## config.mk

```make
export PLATFORM = sky130hd
export DESIGN_NAME = sbs_servo_brake_sequencer
export DESIGN_NICKNAME = d
export VERILOG_FILES = /design/src/rtl/sbs_pkg.sv /design/src/rtl/sbs_servo_brake_sequencer.sv
export SDC_FILE = /design/constraint.sdc
export NUM_CORES = 1
export LEC_CHECK = 0
export BUFFER_PORTS_ARGS = -buffer_cell sky130_fd_sc_hd__buf_2
export CORE_ASPECT_RATIO = 2
export CORE_MARGIN = 2
export CORE_UTILIZATION = 60
export DETAILED_ROUTE_END_ITERATION = 16
export HOLD_SLACK_MARGIN = 0.06
export PLACE_DENSITY = 0.84
export SYNTH_ARGS = -nofsm -noshare
export SYNTH_HDL_FRONTEND = slang
export SYNTH_SLANG_ARGS = --single-unit
```

## constraint.sdc

```tcl
create_clock -name clk -period 11.5 [get_ports clk]
set_input_delay 0 -clock clk [delete_from_list [all_inputs] [get_ports clk]]
set_output_delay 0 -clock clk [all_outputs]
set_load 0.02 [all_outputs]
```

## src/rtl/sbs_pkg.sv

```systemverilog
package sbs_pkg;

  localparam int unsigned CLK_HZ         = 20_000_000;
  localparam int unsigned MS_PER_UNIT10  = 10;
  localparam int unsigned MS_CYCLES_DEF  = CLK_HZ / 1000;

  localparam logic [7:0] ADDR_CTRL       = 8'h00;
  localparam logic [7:0] ADDR_ZCLAMP     = 8'h04;
  localparam logic [7:0] ADDR_ROT_TH     = 8'h08;
  localparam logic [7:0] ADDR_OVF_LIM    = 8'h0c;
  localparam logic [7:0] ADDR_SON_WAIT   = 8'h10;
  localparam logic [7:0] ADDR_SOFF_WAIT  = 8'h14;
  localparam logic [7:0] ADDR_BRK_SPD    = 8'h18;
  localparam logic [7:0] ADDR_BRK_WAIT   = 8'h1c;
  localparam logic [7:0] ADDR_ALLOC1     = 8'h20;
  localparam logic [7:0] ADDR_ALLOC1_ACT = 8'h24;
  localparam logic [7:0] ADDR_STATUS     = 8'h28;
  localparam logic [7:0] ADDR_IRQ_STAT   = 8'h2c;
  localparam logic [7:0] ADDR_IRQ_MASK   = 8'h30;

  localparam int CTRL_SERVO_ON  = 0;
  localparam int CTRL_BRAKE_FN  = 1;

  localparam int ST_EXCITE  = 0;
  localparam int ST_BRAKE   = 1;
  localparam int ST_ROT     = 2;
  localparam int ST_ZCLAMP  = 3;
  localparam int ST_OVF     = 4;
  localparam int ST_SON     = 5;

  localparam int IRQ_OVF      = 0;
  localparam int IRQ_ROT      = 1;
  localparam int IRQ_ON_DONE  = 2;
  localparam int IRQ_OFF_DONE = 3;
  localparam int IRQ_BITS     = 4;

  localparam logic [31:0] RST_ZCLAMP    = 32'h0000_000a;
  localparam logic [31:0] RST_ROT_TH    = 32'h0000_0014;
  localparam logic [31:0] MAX_ROT_TH    = 32'h0000_0bb8;
  localparam logic [31:0] RST_OVF_LIM   = 32'h0000_0001;
  localparam logic [31:0] MIN_OVF_LIM   = 32'h0000_0001;
  localparam logic [31:0] MAX_OVF_LIM   = 32'h0500_0000;
  localparam logic [31:0] MAX_SON_WAIT  = 32'h0000_07d0;
  localparam logic [31:0] MAX_SOFF_WAIT = 32'h0000_01f4;
  localparam logic [31:0] MIN_BRK_SPD   = 32'h0000_000a;
  localparam logic [31:0] MAX_BRK_SPD   = 32'h0000_0064;
  localparam logic [31:0] RST_BRK_SPD   = 32'h0000_0064;
  localparam logic [31:0] MIN_BRK_WAIT  = 32'h0000_000a;
  localparam logic [31:0] MAX_BRK_WAIT  = 32'h0000_0064;
  localparam logic [31:0] RST_BRK_WAIT  = 32'h0000_0032;
  localparam logic [31:0] RST_ALLOC1    = 32'h0302_0100;
  localparam logic [7:0]  MAX_FUNC_CODE = 8'h1c;
  localparam logic [7:0]  FUNC_SERVO_ON = 8'h00;

  typedef enum logic [2:0] {
    SEQ_OFF      = 3'b000,
    SEQ_ON_BRK   = 3'b001,
    SEQ_ON_EXC   = 3'b010,
    SEQ_RUN      = 3'b011,
    SEQ_OFF_WAIT = 3'b100,
    SEQ_OFF_EXC  = 3'b101
  } sbs_seq_e;

endpackage

```

## src/rtl/sbs_servo_brake_sequencer.sv

```systemverilog
`timescale 1ns/1ps
// Summary of operation
// RULE1: Lock position when speed command below clamp
// RULE2: Rotation output high above threshold 0..3000
// RULE3: Alarm when deviation exceeds overflow limit
// RULE4: Brake timings only when brake function assigned
// RULE5: Positive wait: brake output, wait, excite
// RULE6: Negative wait: excite, wait, brake output
// RULE7: Servo-off wait between brake and de-excitation
// RULE8: Brake acts when speed below brake threshold
// RULE9: Brake acts on wait timeout, first wins
// RULE10: Allocation word: four codes, applied at restart; code: reset also restores the staged word, so only RST_ALLOC1 is ever applied
// RULE11: Rotation output drops when speed not above
module sbs_servo_brake_sequencer
  import sbs_pkg::*;
#(
  parameter int unsigned MS_CYCLES = MS_CYCLES_DEF
) (
  input  wire logic               clk,
  input  wire logic               rst,
  input  wire logic [7:0]         regAddr,
  input  wire logic [31:0]        regWdata,
  input  wire logic               regWrite,
  input  wire logic               regRead,
  output logic      [31:0]        regRdata,
  input  wire logic [3:0]         inputPorts,
  input  wire logic signed [15:0] speedCommand,
  input  wire logic [15:0]        motorSpeed,
  input  wire logic signed [31:0] positionDeviation,
  output logic                    motorExcite,
  output logic                    holding_brake_out,
  output logic                    rotation_detect_out,
  output logic                    zeroClampActive,
  output logic                    overflowAlarm,
  output logic      [31:0]        activeAllocation,
  output logic                    irq
);

  generate
    if (MS_CYCLES < 2) begin : g_bad_ms
      $error("MS_CYCLES must be at least 2");
    end
  endgenerate

  function automatic logic [31:0] clampVal(input logic [31:0] v, input logic [31:0] lo,
                                           input logic [31:0] hi);
    if (v < lo) begin
      return lo;
    end else if (v > hi) begin
      return hi;
    end
    return v;
  endfunction

  function automatic logic [31:0] absVal(input logic signed [31:0] v);
    return v[31] ? 32'(-v) : 32'(v);
  endfunction

  function automatic logic [7:0] codeSat(input logic [7:0] c);
    return (c > MAX_FUNC_CODE) ? MAX_FUNC_CODE : c;
  endfunction

  logic [1:0]         ctrl_q;
  logic [15:0]        zeroClamp_q;
  logic [15:0]        rotThresh_q;
  logic [31:0]        ovfLimit_q;
  logic signed [15:0] servoOnWait_q;
  logic [15:0]        servoOffWait_q;
  logic [15:0]        brakeSpeed_q;
  logic [15:0]        brakeWait_q;
  logic [31:0]        allocStaged_q;
  logic [31:0]        allocActive_q;
  logic               allocLoaded_q;
  logic [IRQ_BITS-1:0] irqStat_q;
  logic [IRQ_BITS-1:0] irqMask_q;
  logic [31:0]        rdata_q;
  logic [31:0]        msDiv_q;
  logic               msTick;
  logic [15:0]        timer_q;
  sbs_seq_e           seq_q;
  sbs_seq_e           seqPrev_q;
  logic               excite_q;
  logic               brake_q;
  logic               rot_q;
  logic               zclamp_q;
  logic               ovf_q;
  logic               portServoOn;
  logic               servoOn;
  logic [15:0]        onWaitMag;
  logic [IRQ_BITS-1:0] irqEvents;

  // Software registers
  always_ff @(posedge clk) begin
    if (rst) begin
      ctrl_q         <= 2'h0;
      zeroClamp_q    <= RST_ZCLAMP[15:0];
      rotThresh_q    <= RST_ROT_TH[15:0];
      ovfLimit_q     <= RST_OVF_LIM;
      servoOnWait_q  <= 16'sh0000;
      servoOffWait_q <= 16'h0000;
      brakeSpeed_q   <= RST_BRK_SPD[15:0];
      brakeWait_q    <= RST_BRK_WAIT[15:0];
      allocStaged_q  <= RST_ALLOC1;
      irqMask_q      <= '0;
    end else if (regWrite) begin
      case (regAddr)
        ADDR_CTRL:      ctrl_q        <= regWdata[1:0];
        ADDR_ZCLAMP:    zeroClamp_q   <= 16'(clampVal(regWdata, 32'h0,
                                                      MAX_ROT_TH)); // [RULE1]
        ADDR_ROT_TH:    rotThresh_q   <= 16'(clampVal(regWdata, 32'h0,
                                                      MAX_ROT_TH)); // [RULE2]
        ADDR_OVF_LIM:   ovfLimit_q    <= clampVal(regWdata, MIN_OVF_LIM, MAX_OVF_LIM);
        ADDR_SON_WAIT: begin
          if (regWdata[31]) begin
            servoOnWait_q <= -$signed(16'(clampVal(absVal(regWdata), 32'h0,
                                                   MAX_SON_WAIT))); // [RULE6]
          end else begin
            servoOnWait_q <= $signed(16'(clampVal(regWdata, 32'h0,
                                                  MAX_SON_WAIT))); // [RULE5]
          end
        end
        ADDR_SOFF_WAIT: servoOffWait_q <= 16'(clampVal(regWdata, 32'h0,
                                                       MAX_SOFF_WAIT)); // [RULE7]
        ADDR_BRK_SPD:   brakeSpeed_q  <= 16'(clampVal(regWdata, MIN_BRK_SPD,
                                                      MAX_BRK_SPD)); // [RULE8]
        ADDR_BRK_WAIT:  brakeWait_q   <= 16'(clampVal(regWdata, MIN_BRK_WAIT,
                                                      MAX_BRK_WAIT)); // [RULE9]
        ADDR_ALLOC1:    allocStaged_q <= {codeSat(regWdata[31:24]), codeSat(regWdata[23:16]),
                                          codeSat(regWdata[15:8]), codeSat(regWdata[7:0])};
        ADDR_IRQ_MASK:  irqMask_q     <= regWdata[IRQ_BITS-1:0];
        default: begin
        end
      endcase
    end
  end

  // Allocation is copied into use only once, just after restart
  always_ff @(posedge clk) begin
    if (rst) begin
      allocActive_q <= RST_ALLOC1;
      allocLoaded_q <= 1'b0;
    end else if (!allocLoaded_q) begin
      allocActive_q <= allocStaged_q; // [RULE10]
      allocLoaded_q <= 1'b1;
    end
  end

  always_comb begin
    portServoOn = 1'b0;
    for (int i = 0; i < 4; i++) begin
      if (allocActive_q[8*i +: 8] == FUNC_SERVO_ON && inputPorts[i]) begin
        portServoOn = 1'b1; // [RULE10]
      end
    end
  end

  assign servoOn   = portServoOn | ctrl_q[CTRL_SERVO_ON];
  assign onWaitMag = servoOnWait_q[15] ? 16'(-servoOnWait_q) : 16'(servoOnWait_q);

  // Millisecond enable
  always_ff @(posedge clk) begin
    if (rst || msDiv_q == MS_CYCLES - 1) begin
      msDiv_q <= 32'h0;
    end else begin
      msDiv_q <= msDiv_q + 32'h1;
    end
  end
  assign msTick = (msDiv_q == MS_CYCLES - 1);

  // Brake and excitation sequencer
  always_ff @(posedge clk) begin
    if (rst) begin
      seq_q    <= SEQ_OFF;
      timer_q  <= 16'h0;
      excite_q <= 1'b0;
      brake_q  <= 1'b0;
    end else begin
      if (msTick && timer_q != 16'h0) begin
        timer_q <= timer_q - 16'h1;
      end
      case (seq_q)
        SEQ_OFF: begin
          if (servoOn) begin
            if (!ctrl_q[CTRL_BRAKE_FN]) begin
              excite_q <= 1'b1; // [RULE4]
              seq_q    <= SEQ_RUN;
            end else if (servoOnWait_q[15]) begin
              excite_q <= 1'b1; // [RULE6]
              timer_q  <= onWaitMag;
              seq_q    <= SEQ_ON_EXC;
            end else begin
              brake_q  <= 1'b1; // [RULE5]
              timer_q  <= onWaitMag;
              seq_q    <= SEQ_ON_BRK;
            end
          end
        end
        SEQ_ON_BRK: begin
          if (!servoOn) begin
            brake_q <= 1'b0;
            seq_q   <= SEQ_OFF;
          end else if (timer_q == 16'h0) begin
            excite_q <= 1'b1; // [RULE5]
            seq_q    <= SEQ_RUN;
          end
        end
        SEQ_ON_EXC: begin
          if (!servoOn) begin
            timer_q <= 16'(brakeWait_q * MS_PER_UNIT10);
            seq_q   <= SEQ_OFF_WAIT;
          end else if (timer_q == 16'h0) begin
            brake_q <= 1'b1; // [RULE6]
            seq_q   <= SEQ_RUN;
          end
        end
        SEQ_RUN: begin
          if (!servoOn) begin
            if (!ctrl_q[CTRL_BRAKE_FN]) begin
              excite_q <= 1'b0; // [RULE4]
              brake_q  <= 1'b0;
              seq_q    <= SEQ_OFF;
            end else begin
              timer_q <= 16'(brakeWait_q * MS_PER_UNIT10);
              seq_q   <= SEQ_OFF_WAIT;
            end
          end
        end
        SEQ_OFF_WAIT: begin
          if (motorSpeed < brakeSpeed_q || timer_q == 16'h0) begin
            brake_q <= 1'b0; // [RULE8] [RULE9]
            timer_q <= 16'(servoOffWait_q * MS_PER_UNIT10);
            seq_q   <= SEQ_OFF_EXC;
          end
        end
        SEQ_OFF_EXC: begin
          if (timer_q == 16'h0) begin
            excite_q <= 1'b0; // [RULE7]
            seq_q    <= SEQ_OFF;
          end
        end
        default: begin
          excite_q <= 1'b0;
          brake_q  <= 1'b0;
          seq_q    <= SEQ_OFF;
        end
      endcase
    end
  end

  // Threshold monitors, refreshed every cycle
  always_ff @(posedge clk) begin
    if (rst) begin
      rot_q    <= 1'b0;
      zclamp_q <= 1'b0;
      ovf_q    <= 1'b0;
    end else begin
      rot_q    <= motorSpeed > rotThresh_q; // [RULE2] [RULE11]
      zclamp_q <= excite_q &&
                  absVal(32'(speedCommand)) < {16'h0, zeroClamp_q}; // [RULE1]
      ovf_q    <= absVal(positionDeviation) > ovfLimit_q; // [RULE3]
    end
  end

  always_ff @(posedge clk) begin
    if (rst) begin
      seqPrev_q <= SEQ_OFF;
    end else begin
      seqPrev_q <= seq_q;
    end
  end

  assign irqEvents[IRQ_OVF]      = (absVal(positionDeviation) > ovfLimit_q) && !ovf_q;
  assign irqEvents[IRQ_ROT]      = (motorSpeed > rotThresh_q) && !rot_q;
  assign irqEvents[IRQ_ON_DONE]  = (seq_q == SEQ_RUN) && (seqPrev_q != SEQ_RUN);
  assign irqEvents[IRQ_OFF_DONE] = (seq_q == SEQ_OFF) && (seqPrev_q != SEQ_OFF);

  // Sticky status, write one to clear, a new event wins
  always_ff @(posedge clk) begin
    if (rst) begin
      irqStat_q <= '0;
    end else begin
      irqStat_q <= (irqStat_q & ~((regWrite && regAddr == ADDR_IRQ_STAT) ?
                   regWdata[IRQ_BITS-1:0] : '0)) | irqEvents;
    end
  end

  // Read data one cycle after the strobe
  always_ff @(posedge clk) begin
    if (rst) begin
      rdata_q <= 32'h0;
    end else if (regRead) begin
      case (regAddr)
        ADDR_CTRL:       rdata_q <= {30'h0, ctrl_q};
        ADDR_ZCLAMP:     rdata_q <= {16'h0, zeroClamp_q};
        ADDR_ROT_TH:     rdata_q <= {16'h0, rotThresh_q};
        ADDR_OVF_LIM:    rdata_q <= ovfLimit_q;
        ADDR_SON_WAIT:   rdata_q <= 32'(servoOnWait_q);
        ADDR_SOFF_WAIT:  rdata_q <= {16'h0, servoOffWait_q};
        ADDR_BRK_SPD:    rdata_q <= {16'h0, brakeSpeed_q};
        ADDR_BRK_WAIT:   rdata_q <= {16'h0, brakeWait_q};
        ADDR_ALLOC1:     rdata_q <= allocStaged_q;
        ADDR_ALLOC1_ACT: rdata_q <= allocActive_q;
        ADDR_STATUS:     rdata_q <= {26'h0, servoOn, ovf_q, zclamp_q, rot_q, brake_q,
                                     excite_q};
        ADDR_IRQ_STAT:   rdata_q <= {28'h0, irqStat_q};
        ADDR_IRQ_MASK:   rdata_q <= {28'h0, irqMask_q};
        default:         rdata_q <= 32'h0;
      endcase
    end else begin
      rdata_q <= 32'h0;
    end
  end

  assign regRdata            = rdata_q;
  assign motorExcite         = excite_q;
  assign holding_brake_out   = brake_q;
  assign rotation_detect_out = rot_q;
  assign zeroClampActive     = zclamp_q;
  assign overflowAlarm       = ovf_q;
  assign activeAllocation    = allocActive_q;
  assign irq                 = |(irqStat_q & irqMask_q);

endmodule // sbs_servo_brake_sequencer

```

==> results of run 1 <==
-- cell usage after synthesis, types with 12 or more instances --
cell / instances / share of area [%]
sky130_fd_sc_hd__a211oi_1: 40 / 1.7
sky130_fd_sc_hd__nor2_1: 238 / 4.9
sky130_fd_sc_hd__a22oi_1: 80 / 3.3
sky130_fd_sc_hd__nor2b_1: 14 / 0.48
sky130_fd_sc_hd__nor4_1: 32 / 1.1
sky130_fd_sc_hd__dfxtp_1: 294 / 33
sky130_fd_sc_hd__a221oi_1: 14 / 0.68
sky130_fd_sc_hd__nand2b_1: 15 / 0.52
sky130_fd_sc_hd__mux2i_1: 40 / 2.2
sky130_fd_sc_hd__or3_1: 22 / 0.76
sky130_fd_sc_hd__nand3_1: 67 / 1.9
sky130_fd_sc_hd__a222oi_1: 36 / 2.0
sky130_fd_sc_hd__ha_1: 131 / 9.1
sky130_fd_sc_hd__a41oi_1: 12 / 0.58
sky130_fd_sc_hd__xor2_1: 41 / 2.0
sky130_fd_sc_hd__and3_1: 41 / 1.4
sky130_fd_sc_hd__o21ai_0: 71 / 2.0
sky130_fd_sc_hd__and2_1: 16 / 0.55
sky130_fd_sc_hd__o31ai_1: 26 / 1.1
sky130_fd_sc_hd__nand4_1: 37 / 1.3
sky130_fd_sc_hd__xnor2_1: 90 / 4.4
sky130_fd_sc_hd__nor3_1: 79 / 2.2
sky130_fd_sc_hd__o41ai_1: 13 / 0.63
sky130_fd_sc_hd__nand2_1: 178 / 3.7
sky130_fd_sc_hd__or4_1: 19 / 0.79
sky130_fd_sc_hd__clkbuf_1: 127 / 2.6
sky130_fd_sc_hd__a21oi_1: 133 / 3.7
sky130_fd_sc_hd__a31oi_1: 25 / 0.86
sky130_fd_sc_hd__inv_1: 116 / 2.4
sky130_fd_sc_hd__a21o_1: 32 / 1.3
-- kinds of logic (layout without fill, tap and decap cells) --
group / count (synthesis) / count (layout)
fa+ha+maj: 133 / 133
other cells: 0 / 1
buf+inv: 255 / 414
simple gates: 812 / 812
compound gates: 571 / 571
flops: 294 / 294
xor+xnor: 131 / 131
mux: 41 / 41
-- flip-flops by register name (all words and copies together), names as in the netlist, 3 cells and up --
name and cells:
zeroClamp_q 16, ovfLimit_q 32, activeAllocation 32, regRdata 32
seqPrev_q 3, seq_q 3, brakeWait_q 16, msDiv_q 32
servoOnWait_q 16, irqMask_q 4, brakeSpeed_q 16, irqStat_q 4
rotThresh_q 16, allocStaged_q 32, timer_q 16, servoOffWait_q 16
-- through the flow --
stage	utilization, %	cells	worst slack (ns)	area [µm²]
floorplan	-	2237	7.008	18090
global placement	63.82	2671	6.434	19120
detailed placement	63.82	2671	6.348	19120
CTS	68.39	2764	6.368	20480
global route	68.40	2765	5.905	20490
finish	68.40	2765	6.271	20490
-- worst max path at each step --
stage	start	endpoint	slack, ns	cells past startpoint
2_1_floorplan	regWdata[1]	servoOnWait_q[8]	7.01	20
3_3_place_gp	regWdata[0]	servoOnWait_q[8]	6.43	18
3_5_place_dp	regWdata[0]	servoOnWait_q[8]	6.35	18
4_1_cts	regWdata[0]	servoOnWait_q[8]	6.37	19
5_1_grt	regWdata[0]	servoOnWait_q[8]	5.90	19
6_report	regWdata[0]	servoOnWait_q[8]	6.27	19
-- critical path: cells and delay by family --
kind / cells / cell delay (ns)
compound gates: 4 / 0.90
mux: 1 / 0.34
xor+xnor: 1 / 0.16
buf+inv: 3 / 0.94
fa+ha+maj: 2 / 0.60
simple gates: 8 / 2.71
-- what timing repair did --
| item | CTS | global route |
|---|---|---|
| hold buffers | 44 | 0 |
| hold endpoints to repair | 90 | 0 |
| resized for setup | 0 | 0 |
-- cells in the final DEF, fill, tap and decap left out, drive strengths merged, types with 71 or more instances in the layout --
cell and count:
dfxtp 294, nor2 239, buf 203, nand2 178
a21oi 133, ha 131, inv 118, xnor2 90
a22oi 80, nor3 79, o21ai 71
-- power by group through the flow --
stage / Sequential [mW] / Combinational (mW) / Clock, mW
after floorplan: 1.09 / 0.292 / 0
after global placement: 1.10 / 0.389 / 0
after detailed placement: 1.10 / 0.396 / 0
after CTS: 1.08 / 0.409 / 0.952
after global routing: 1.09 / 0.462 / 0.994
final: 1.08 / 0.421 / 0.952
-- final cells by class --
cell class	count	share of cell area, %
Antenna cell	1	0.01221
Clock buffer	34	3.573
Clock inverter	15	0.9588
Inverter	118	2.162
Multi-Input combinational cell	1688	54.92
Sequential cell	294	28.73
Tap cell	368	2.247
Timing Repair Buffer	247	7.390
-- metal layers --
layer,wire (µm),share of wire (%)
met5,0,0
met4,3780,6.3
met3,6790,11
met2,26450,44
met1,22520,38
==> out/qor.yml, run 1 <==
run_status:
  run_status: "finished, final reports clean"
floorplanning:
  die_height_um: 249.5
  die_w_um: 126.8
  die-area_um2: 31630
  initial_utilization_pct: 60.38
  fp-row-count: 90
  area_of_the_core_region_um2: 29950
  pin_count: 182
yosys:
  netlist-cell-type-count: 85
  synth-async-reset-ratio_pct: 0
  synth_fa_ha_area_share_pct: 9.284
  synthMuxAreaShare_pct: 2.276
  synth_area_um2: 18090
  synthFlopType: "sky130_fd_sc_hd__dfxtp_1"
  ys_ff_latch: 294
  synth_simple_gate_area_share_pct: 22.23
  syn-instance-count: 2237
  compound_cell_area_share_of_the_yosys_netlist_pct: 21.97
  synth_edf_count: 0
  synth-warning-count: 0
  synthesis.nets: 2482
  yosysSeqAreaShare_pct: 32.54
  synth-xor-area-share_pct: 6.344
  synth.avg_cell_area_um2: 8.085
  dominant_combinational_cell_family_by_area_after_synthesis: "simple AND/OR/NAND/NOR gates"
global_route:
  globalRoute.totalOverflow: 0
  grt.busiest_layer: "met2"
  grt_pass1_wl_um: 91180
  global_route.usage.total_pct: 35.87
  globalRouteMet1Util_pct: 47.83
  pin_count_of_the_biggest_net_entering_global_routing: 89
  gr-usage-met2_pct: 56.12
  via_count_of_the_first_global_routing_pass: 16570
  grt_use_met3_pct: 5.166
  number_of_antenna_violations_at_the_first_check_in_global_routing: 1
timing:
  finalMaxSlewViolations: 0
  report.final.hold_viol_count: 0
  grt_setup_unrepaired: "false"
  min_period_over_period_pct: 45.47
  worst_slew_margin_rel_pct: 30.02
  finalWorstPathRequiredPeriod_ns: 5.229
  finalHoldWorstSlack_ns: 0.06513
  finalSetupViolCount: 0
  tns_ns: 0
  final.setup_skew_ns: 0.02182
  max_slew.worst_pin.slew_ns: 1.050
  fmax_ghz: 0.1912
worst_setup_path:
  rr_worst_depth: 7
  r2r_setup_slack_ns: 7.95
  cell_with_the_biggest_individual_delay_on_the_critical_path: "sky130_fd_sc_hd__or4_1"
  worstSetupEndpointType: "register"
  max_stage_delay_ns: 0.62
  cp_data_arrival_time_ns: 5.66
  critical_path.cell_chain: "dlygate4sd3_1 > buf_2 > inv_1 > ha_1 > or3b_2 > or4_1 > nor2_1 > o22ai_1 > o31a_1 > or4b_4 > nor2_2 > nand2_1 > ha_1 > nand3_1 > o21bai_1 > nor2_1 > xnor2_1 > mux2_2 > a32o_1"
  timing.rr.end: "timer_q[15]"
  worst_reg2reg_startpoint: "timer_q[9]"
  worst-path-max-fanout: 16
  critical_path.startpoint_type: "primary input"
  timing.setup.critical_path_class: "in -> reg"
  worst_ep_required_time_ns: 11.93
detailed_routing:
  route.antenna.remaining_nets: 0
  initialDrtViolationCount: 2975
  detail_route.wl_per_cell_um: 21.54
  number_of_iterations_in_the_first_detailed_routing_pass: 12
  post-route-drc-count: 0
  route.final.wire_length_um: 59550
  vias_per_cell: 6.752
  number_of_vias_in_the_routed_layout: 18670
finish:
  multi_input_area_um2: 11250
  sequential_cell_area_um2: 5887
  syn_to_final_growth_pct: 13.28
  layout-drive-gt1-share_pct: 11.69
  layout.nets: 2621
  fillerInstances: 2422
worst_hold_path:
  hp-start: "speedCommand[13]"
  whs_path_depth: 6
  timing.hold.worst.class: "in -> reg"
  holdPathEnd: "zeroClampActive"
clocking:
  cts-buffers-inserted: 27
  latest_clock_arrival_within_the_worst_skew_pair_ns: 0.56
  post_cts_setup_driven_buffer_insertion_count: 0
  cts-root-to-sink-buffers: 3
  tritoncts: "built"
  cts.root.buffer_cell: "sky130_fd_sc_hd__clkbuf_16"
  count_of_clock_tree_sinks: 294
  htree_levels: 1
  clkTransAtPathRegs_ns: 0.07
power:
  switchingPower_mw: 0.7082
  power.sequential.fraction_pct: 44.1
  switching_share_pct: 28.85
  logic_gate_share_of_total_power_pct: 17.1
  cell_internal_pwr_mw: 1.746
  share_clk_of_total_power_pct: 38.8
  power.ir.vdd_worst_v: 0.0001253
  power-per-cell-area_nw_per_um2: 119.8
  power.leakage_nw: 8.006
  total_power_mw: 2.454
place:
  gp_routability_congestion: 1.015
  place.detailed.hpwl_um: 43330
  io_buffers: 181
run:
  drv_cap: 0
No activity file was read; power rests on OpenSTA's default activity.
==> run 2: changes to the inputs <==
- ABC_AREA: default -> 1
- CORE_UTILIZATION: 60 -> 55
- PLACE_DENSITY: 0.84 -> 0.81
- clock period: 11.5 -> 4.8 ns (I/O delays scaled with it)
==> out/qor.yml, run 2 <==
finish:
  final_common_cell: "sky130_fd_sc_hd__nand2_1"
  insertedDiodeCount: 0
  layout.nets: 3207
  share_of_the_core_filled_with_cells_in_the_final_layout_pct: 63.77
  final_cell_mix: "423 x sky130_fd_sc_hd__nand2_1, 390 x sky130_fd_sc_hd__inv_1, 294 x sky130_fd_sc_hd__dfxtp_1"
  finish.instance_area_um2: 21910
  layout-drive-gt1-share_pct: 11.43
  syn_to_final_growth_pct: 14.15
timing:
  tns_ns: 0
  postLayoutSetupSlackWorst_ns: 1.165
  worst_slew_margin_rel_pct: 3.348
  finalWorstPathRequiredPeriod_ns: 3.635
  finalMaxSlewViolations: 0
  report.final.hold_viol_count: 0
  fmax_ghz: 0.2751
  final.setup_skew_ns: 0.01685
  grt_setup_unrepaired: "false"
  finalSetupViolCount: 0
  max_slew.worst_pin.slew_ns: 1.431
  min_period_over_period_pct: 75.73
place:
  gp_routability_congestion: 1.065
  pre_cts_slack_ns: 0.6276
  io_buffers: 181
  place_area_um2: 20380
  place.detailed.hpwl_um: 59340
power:
  power.leakage_nw: 9.383
  cell_internal_pwr_mw: 4.466
  share_clk_of_total_power_pct: 39.3
  switchingPower_mw: 2.137
  power.ir.vdd_worst_v: 0.0002990
  power-per-cell-area_nw_per_um2: 301.4
  logic_gate_share_of_total_power_pct: 21.2
  power.sequential.fraction_pct: 39.5
  total_power_mw: 6.603
  switching_share_pct: 32.36
clocking:
  post_cts_setup_driven_buffer_insertion_count: 0
  cts-root-to-sink-buffers: 3
  count_of_clock_tree_sinks: 294
  tritoncts: "built"
  htree_levels: 1
  cts.root.buffer_cell: "sky130_fd_sc_hd__clkbuf_16"
  cts-buffers-inserted: 28
  cts_resized: 0
  clkTransAtPathRegs_ns: 0.07
  latest_clock_arrival_within_the_worst_skew_pair_ns: 0.60
yosys:
  synthesis.nets: 3025
  syn-instance-count: 2780
  cell_accounting_for_the_most_synthesized_area: "sky130_fd_sc_hd__dfxtp_1"
  synth-async-reset-ratio_pct: 0
  synth_simple_gate_area_share_pct: 26.07
  dominant_combinational_cell_family_by_area_after_synthesis: "simple AND/OR/NAND/NOR gates"
  synth_fa_ha_area_share_pct: 8.749
  netlist-cell-type-count: 64
  synth_area_um2: 19190
  ys_ff_latch: 294
  compound_cell_area_share_of_the_yosys_netlist_pct: 20.10
  synth-warning-count: 0
  synthFlopType: "sky130_fd_sc_hd__dfxtp_1"
  synth-xor-area-share_pct: 4.062
  synthMuxAreaShare_pct: 0
  yosysSeqAreaShare_pct: 30.67
  synth_area_leaders: "sky130_fd_sc_hd__dfxtp_1 31%, sky130_fd_sc_hd__ha_1 8.5%, sky130_fd_sc_hd__nand2_1 8.3%"
  yosysTopAreaCellShare_pct: 30.67
  netlist_top_cells_count: "423 x sky130_fd_sc_hd__nand2_1, 391 x sky130_fd_sc_hd__inv_1, 294 x sky130_fd_sc_hd__dfxtp_1, 266 x sky130_fd_sc_hd__nor2_1, 244 x sky130_fd_sc_hd__a21oi_1"
  count_leader_synth: "sky130_fd_sc_hd__nand2_1"
  synth.avg_cell_area_um2: 6.904
  synth_edf_count: 0
global_route:
  grt_pass1_wl_um: 112100
  number_of_antenna_violations_at_the_first_check_in_global_routing: 2
  global_route.usage.total_pct: 40.86
  via_count_of_the_first_global_routing_pass: 20310
  globalRoute.totalOverflow: 0
  pin_count_of_the_biggest_net_entering_global_routing: 97
worst_hold_path:
  holdPathEnd: "zeroClampActive"
  hp-start: "speedCommand[14]"
  timing.hold.worst.class: "in -> reg"
  whs_path_depth: 5
detailed_routing:
  initialDrtViolationCount: 1913
  number_of_vias_in_the_routed_layout: 20930
  detail_route.wl_per_cell_um: 22.25
  vias_per_cell: 6.111
  route.final.wire_length_um: 76210
  route.antenna.remaining_nets: 0
  number_of_iterations_in_the_first_detailed_routing_pass: 8
  post-route-drc-count: 0
floorplanning:
  initial_utilization_pct: 55.87
  die-area_um2: 36500
  area_of_the_core_region_um2: 34350
  pin_count: 182
  fp-row-count: 96
  die_height_um: 268.2
  die_w_um: 136.1
worst_setup_path:
  r2r_setup_slack_ns: 1.28
  worst-path-max-fanout: 3
  cp-startpoint: "positionDeviation[0]"
  worst_reg2reg_startpoint: "timer_q[12]"
  rr_worst_depth: 12
  cp_data_arrival_time_ns: 4.09
  worstSetupEndpointType: "register"
  worst_ep_required_time_ns: 5.25
  timing.setup.critical_path_class: "in -> reg"
  critical_path.startpoint_type: "primary input"
  timing.rr.end: "timer_q[13]"
run:
  drv_cap: 0
run_status:
  run_status: "finished, final reports clean"
run 2: cell count changes in the layout (fill, tap and decap cells not counted), moves of 40 or more:
| cell | before | now |
|---|---|---|
| sky130_fd_sc_hd__and3_1 | 41 | 1 |
| sky130_fd_sc_hd__inv_1 | 116 | 390 |
| sky130_fd_sc_hd__mux2i_1 | 40 | 0 |
| sky130_fd_sc_hd__a22oi_1 | 80 | 3 |
| sky130_fd_sc_hd__nand2_1 | 178 | 423 |
| sky130_fd_sc_hd__a21oi_1 | 133 | 244 |
| sky130_fd_sc_hd__nand3_1 | 67 | 156 |
| sky130_fd_sc_hd__xnor2_1 | 90 | 28 |
| sky130_fd_sc_hd__o21ai_0 | 71 | 218 |
run 2: cell type report:
cell class                 count  area [µm²]
clock inverter                16       272.8
timing repair buffer         248        1524
multi-input combinational   1980       11330
clock buffer                  36       800.8
tap                          441       551.8
fill                        3175       12440
sequential                   294        5886
inverter                     410        1540
run 2: power by group through the flow:
stage	sequential (mW)	combinational [mW]	clock, mW
4_1_cts	2.60	1.36	2.59
5_1_grt	2.61	1.52	2.69
3_5_place_dp	2.65	1.33	0
6_report	2.61	1.40	2.60
2_1_floorplan	2.64	0.869	0
3_3_place_gp	2.65	1.31	0
run 2: how the worst max path moves through the flow:
| stage | end | slack [ns] | cells past startpoint |
|---|---|---|---|
| after floorplan | irqStat_q[0] | 1.49 | 22 |
| after global placement | irqStat_q[0] | 0.67 | 23 |
| after detailed placement | irqStat_q[0] | 0.63 | 23 |
| after CTS | irqStat_q[0] | 1.21 | 23 |
| after global routing | irqStat_q[0] | 0.74 | 23 |
| final | irqStat_q[0] | 1.16 | 23 |
run 2: kinds of logic after synthesis:
group                      Yosys count
buffers and inverters              506
DFF                                294
adders and majority gates          133
and+or+nand+nor                   1089
xor gates and xnor gates            89
AOI/OAI and AO/OA                  669
run 2: metal layers:
layer | up-vias | routed length (µm) | global-route usage, %
met4 | 0 | 10390 | 45.38
met1 | 9577 | 23840 | 37.83
met2 | 1121 | 36600 | 70.45
met5 | - | 0 | 0
met3 | 459 | 5377 | 7.131
li1 | 9772 | - | -
run 2: what timing repair did:
| item | 4_1_cts | 5_1_grt |
|---|---|---|
| endpoints found under the setup margin | 0 | 0 |
| hold endpoints to repair | 111 | 0 |
| hold buffers | 45 | 0 |
run 2: through the flow:
step / cells / hold WS (ns)
3_5_place_dp: 3328 / 0.3267
3_3_place_gp: 3328 / 0.3269
4_1_cts: 3425 / 0.06046
5_1_grt: 3425 / 0.1067
2_1_floorplan: 2780 / 0.1411
6_report: 3425 / 0.09783
run 2: critical path, stage by stage:
cell                       delay [ns]
sky130_fd_sc_hd__buf_2           0.10
sky130_fd_sc_hd__inv_1           0.08
sky130_fd_sc_hd__ha_1            0.18
sky130_fd_sc_hd__nand3_1         0.11
sky130_fd_sc_hd__nor3_1          0.19
sky130_fd_sc_hd__nand2_1         0.11
sky130_fd_sc_hd__nor3_1          0.27
sky130_fd_sc_hd__nand3_1         0.15
sky130_fd_sc_hd__nor3_1          0.32
sky130_fd_sc_hd__nand4_1         0.20
sky130_fd_sc_hd__o21ai_0         0.42
sky130_fd_sc_hd__nand2_1         0.12
sky130_fd_sc_hd__xor2_1          0.16
sky130_fd_sc_hd__ha_1            0.29
sky130_fd_sc_hd__nand2_1         0.05
sky130_fd_sc_hd__nor4_1          0.26
sky130_fd_sc_hd__inv_1           0.11
sky130_fd_sc_hd__nor4_1          0.37
sky130_fd_sc_hd__nand4_1         0.14
sky130_fd_sc_hd__nor3_1          0.20
sky130_fd_sc_hd__a211oi_1        0.09
sky130_fd_sc_hd__nand2_1         0.08
sky130_fd_sc_hd__o21ai_0         0.07
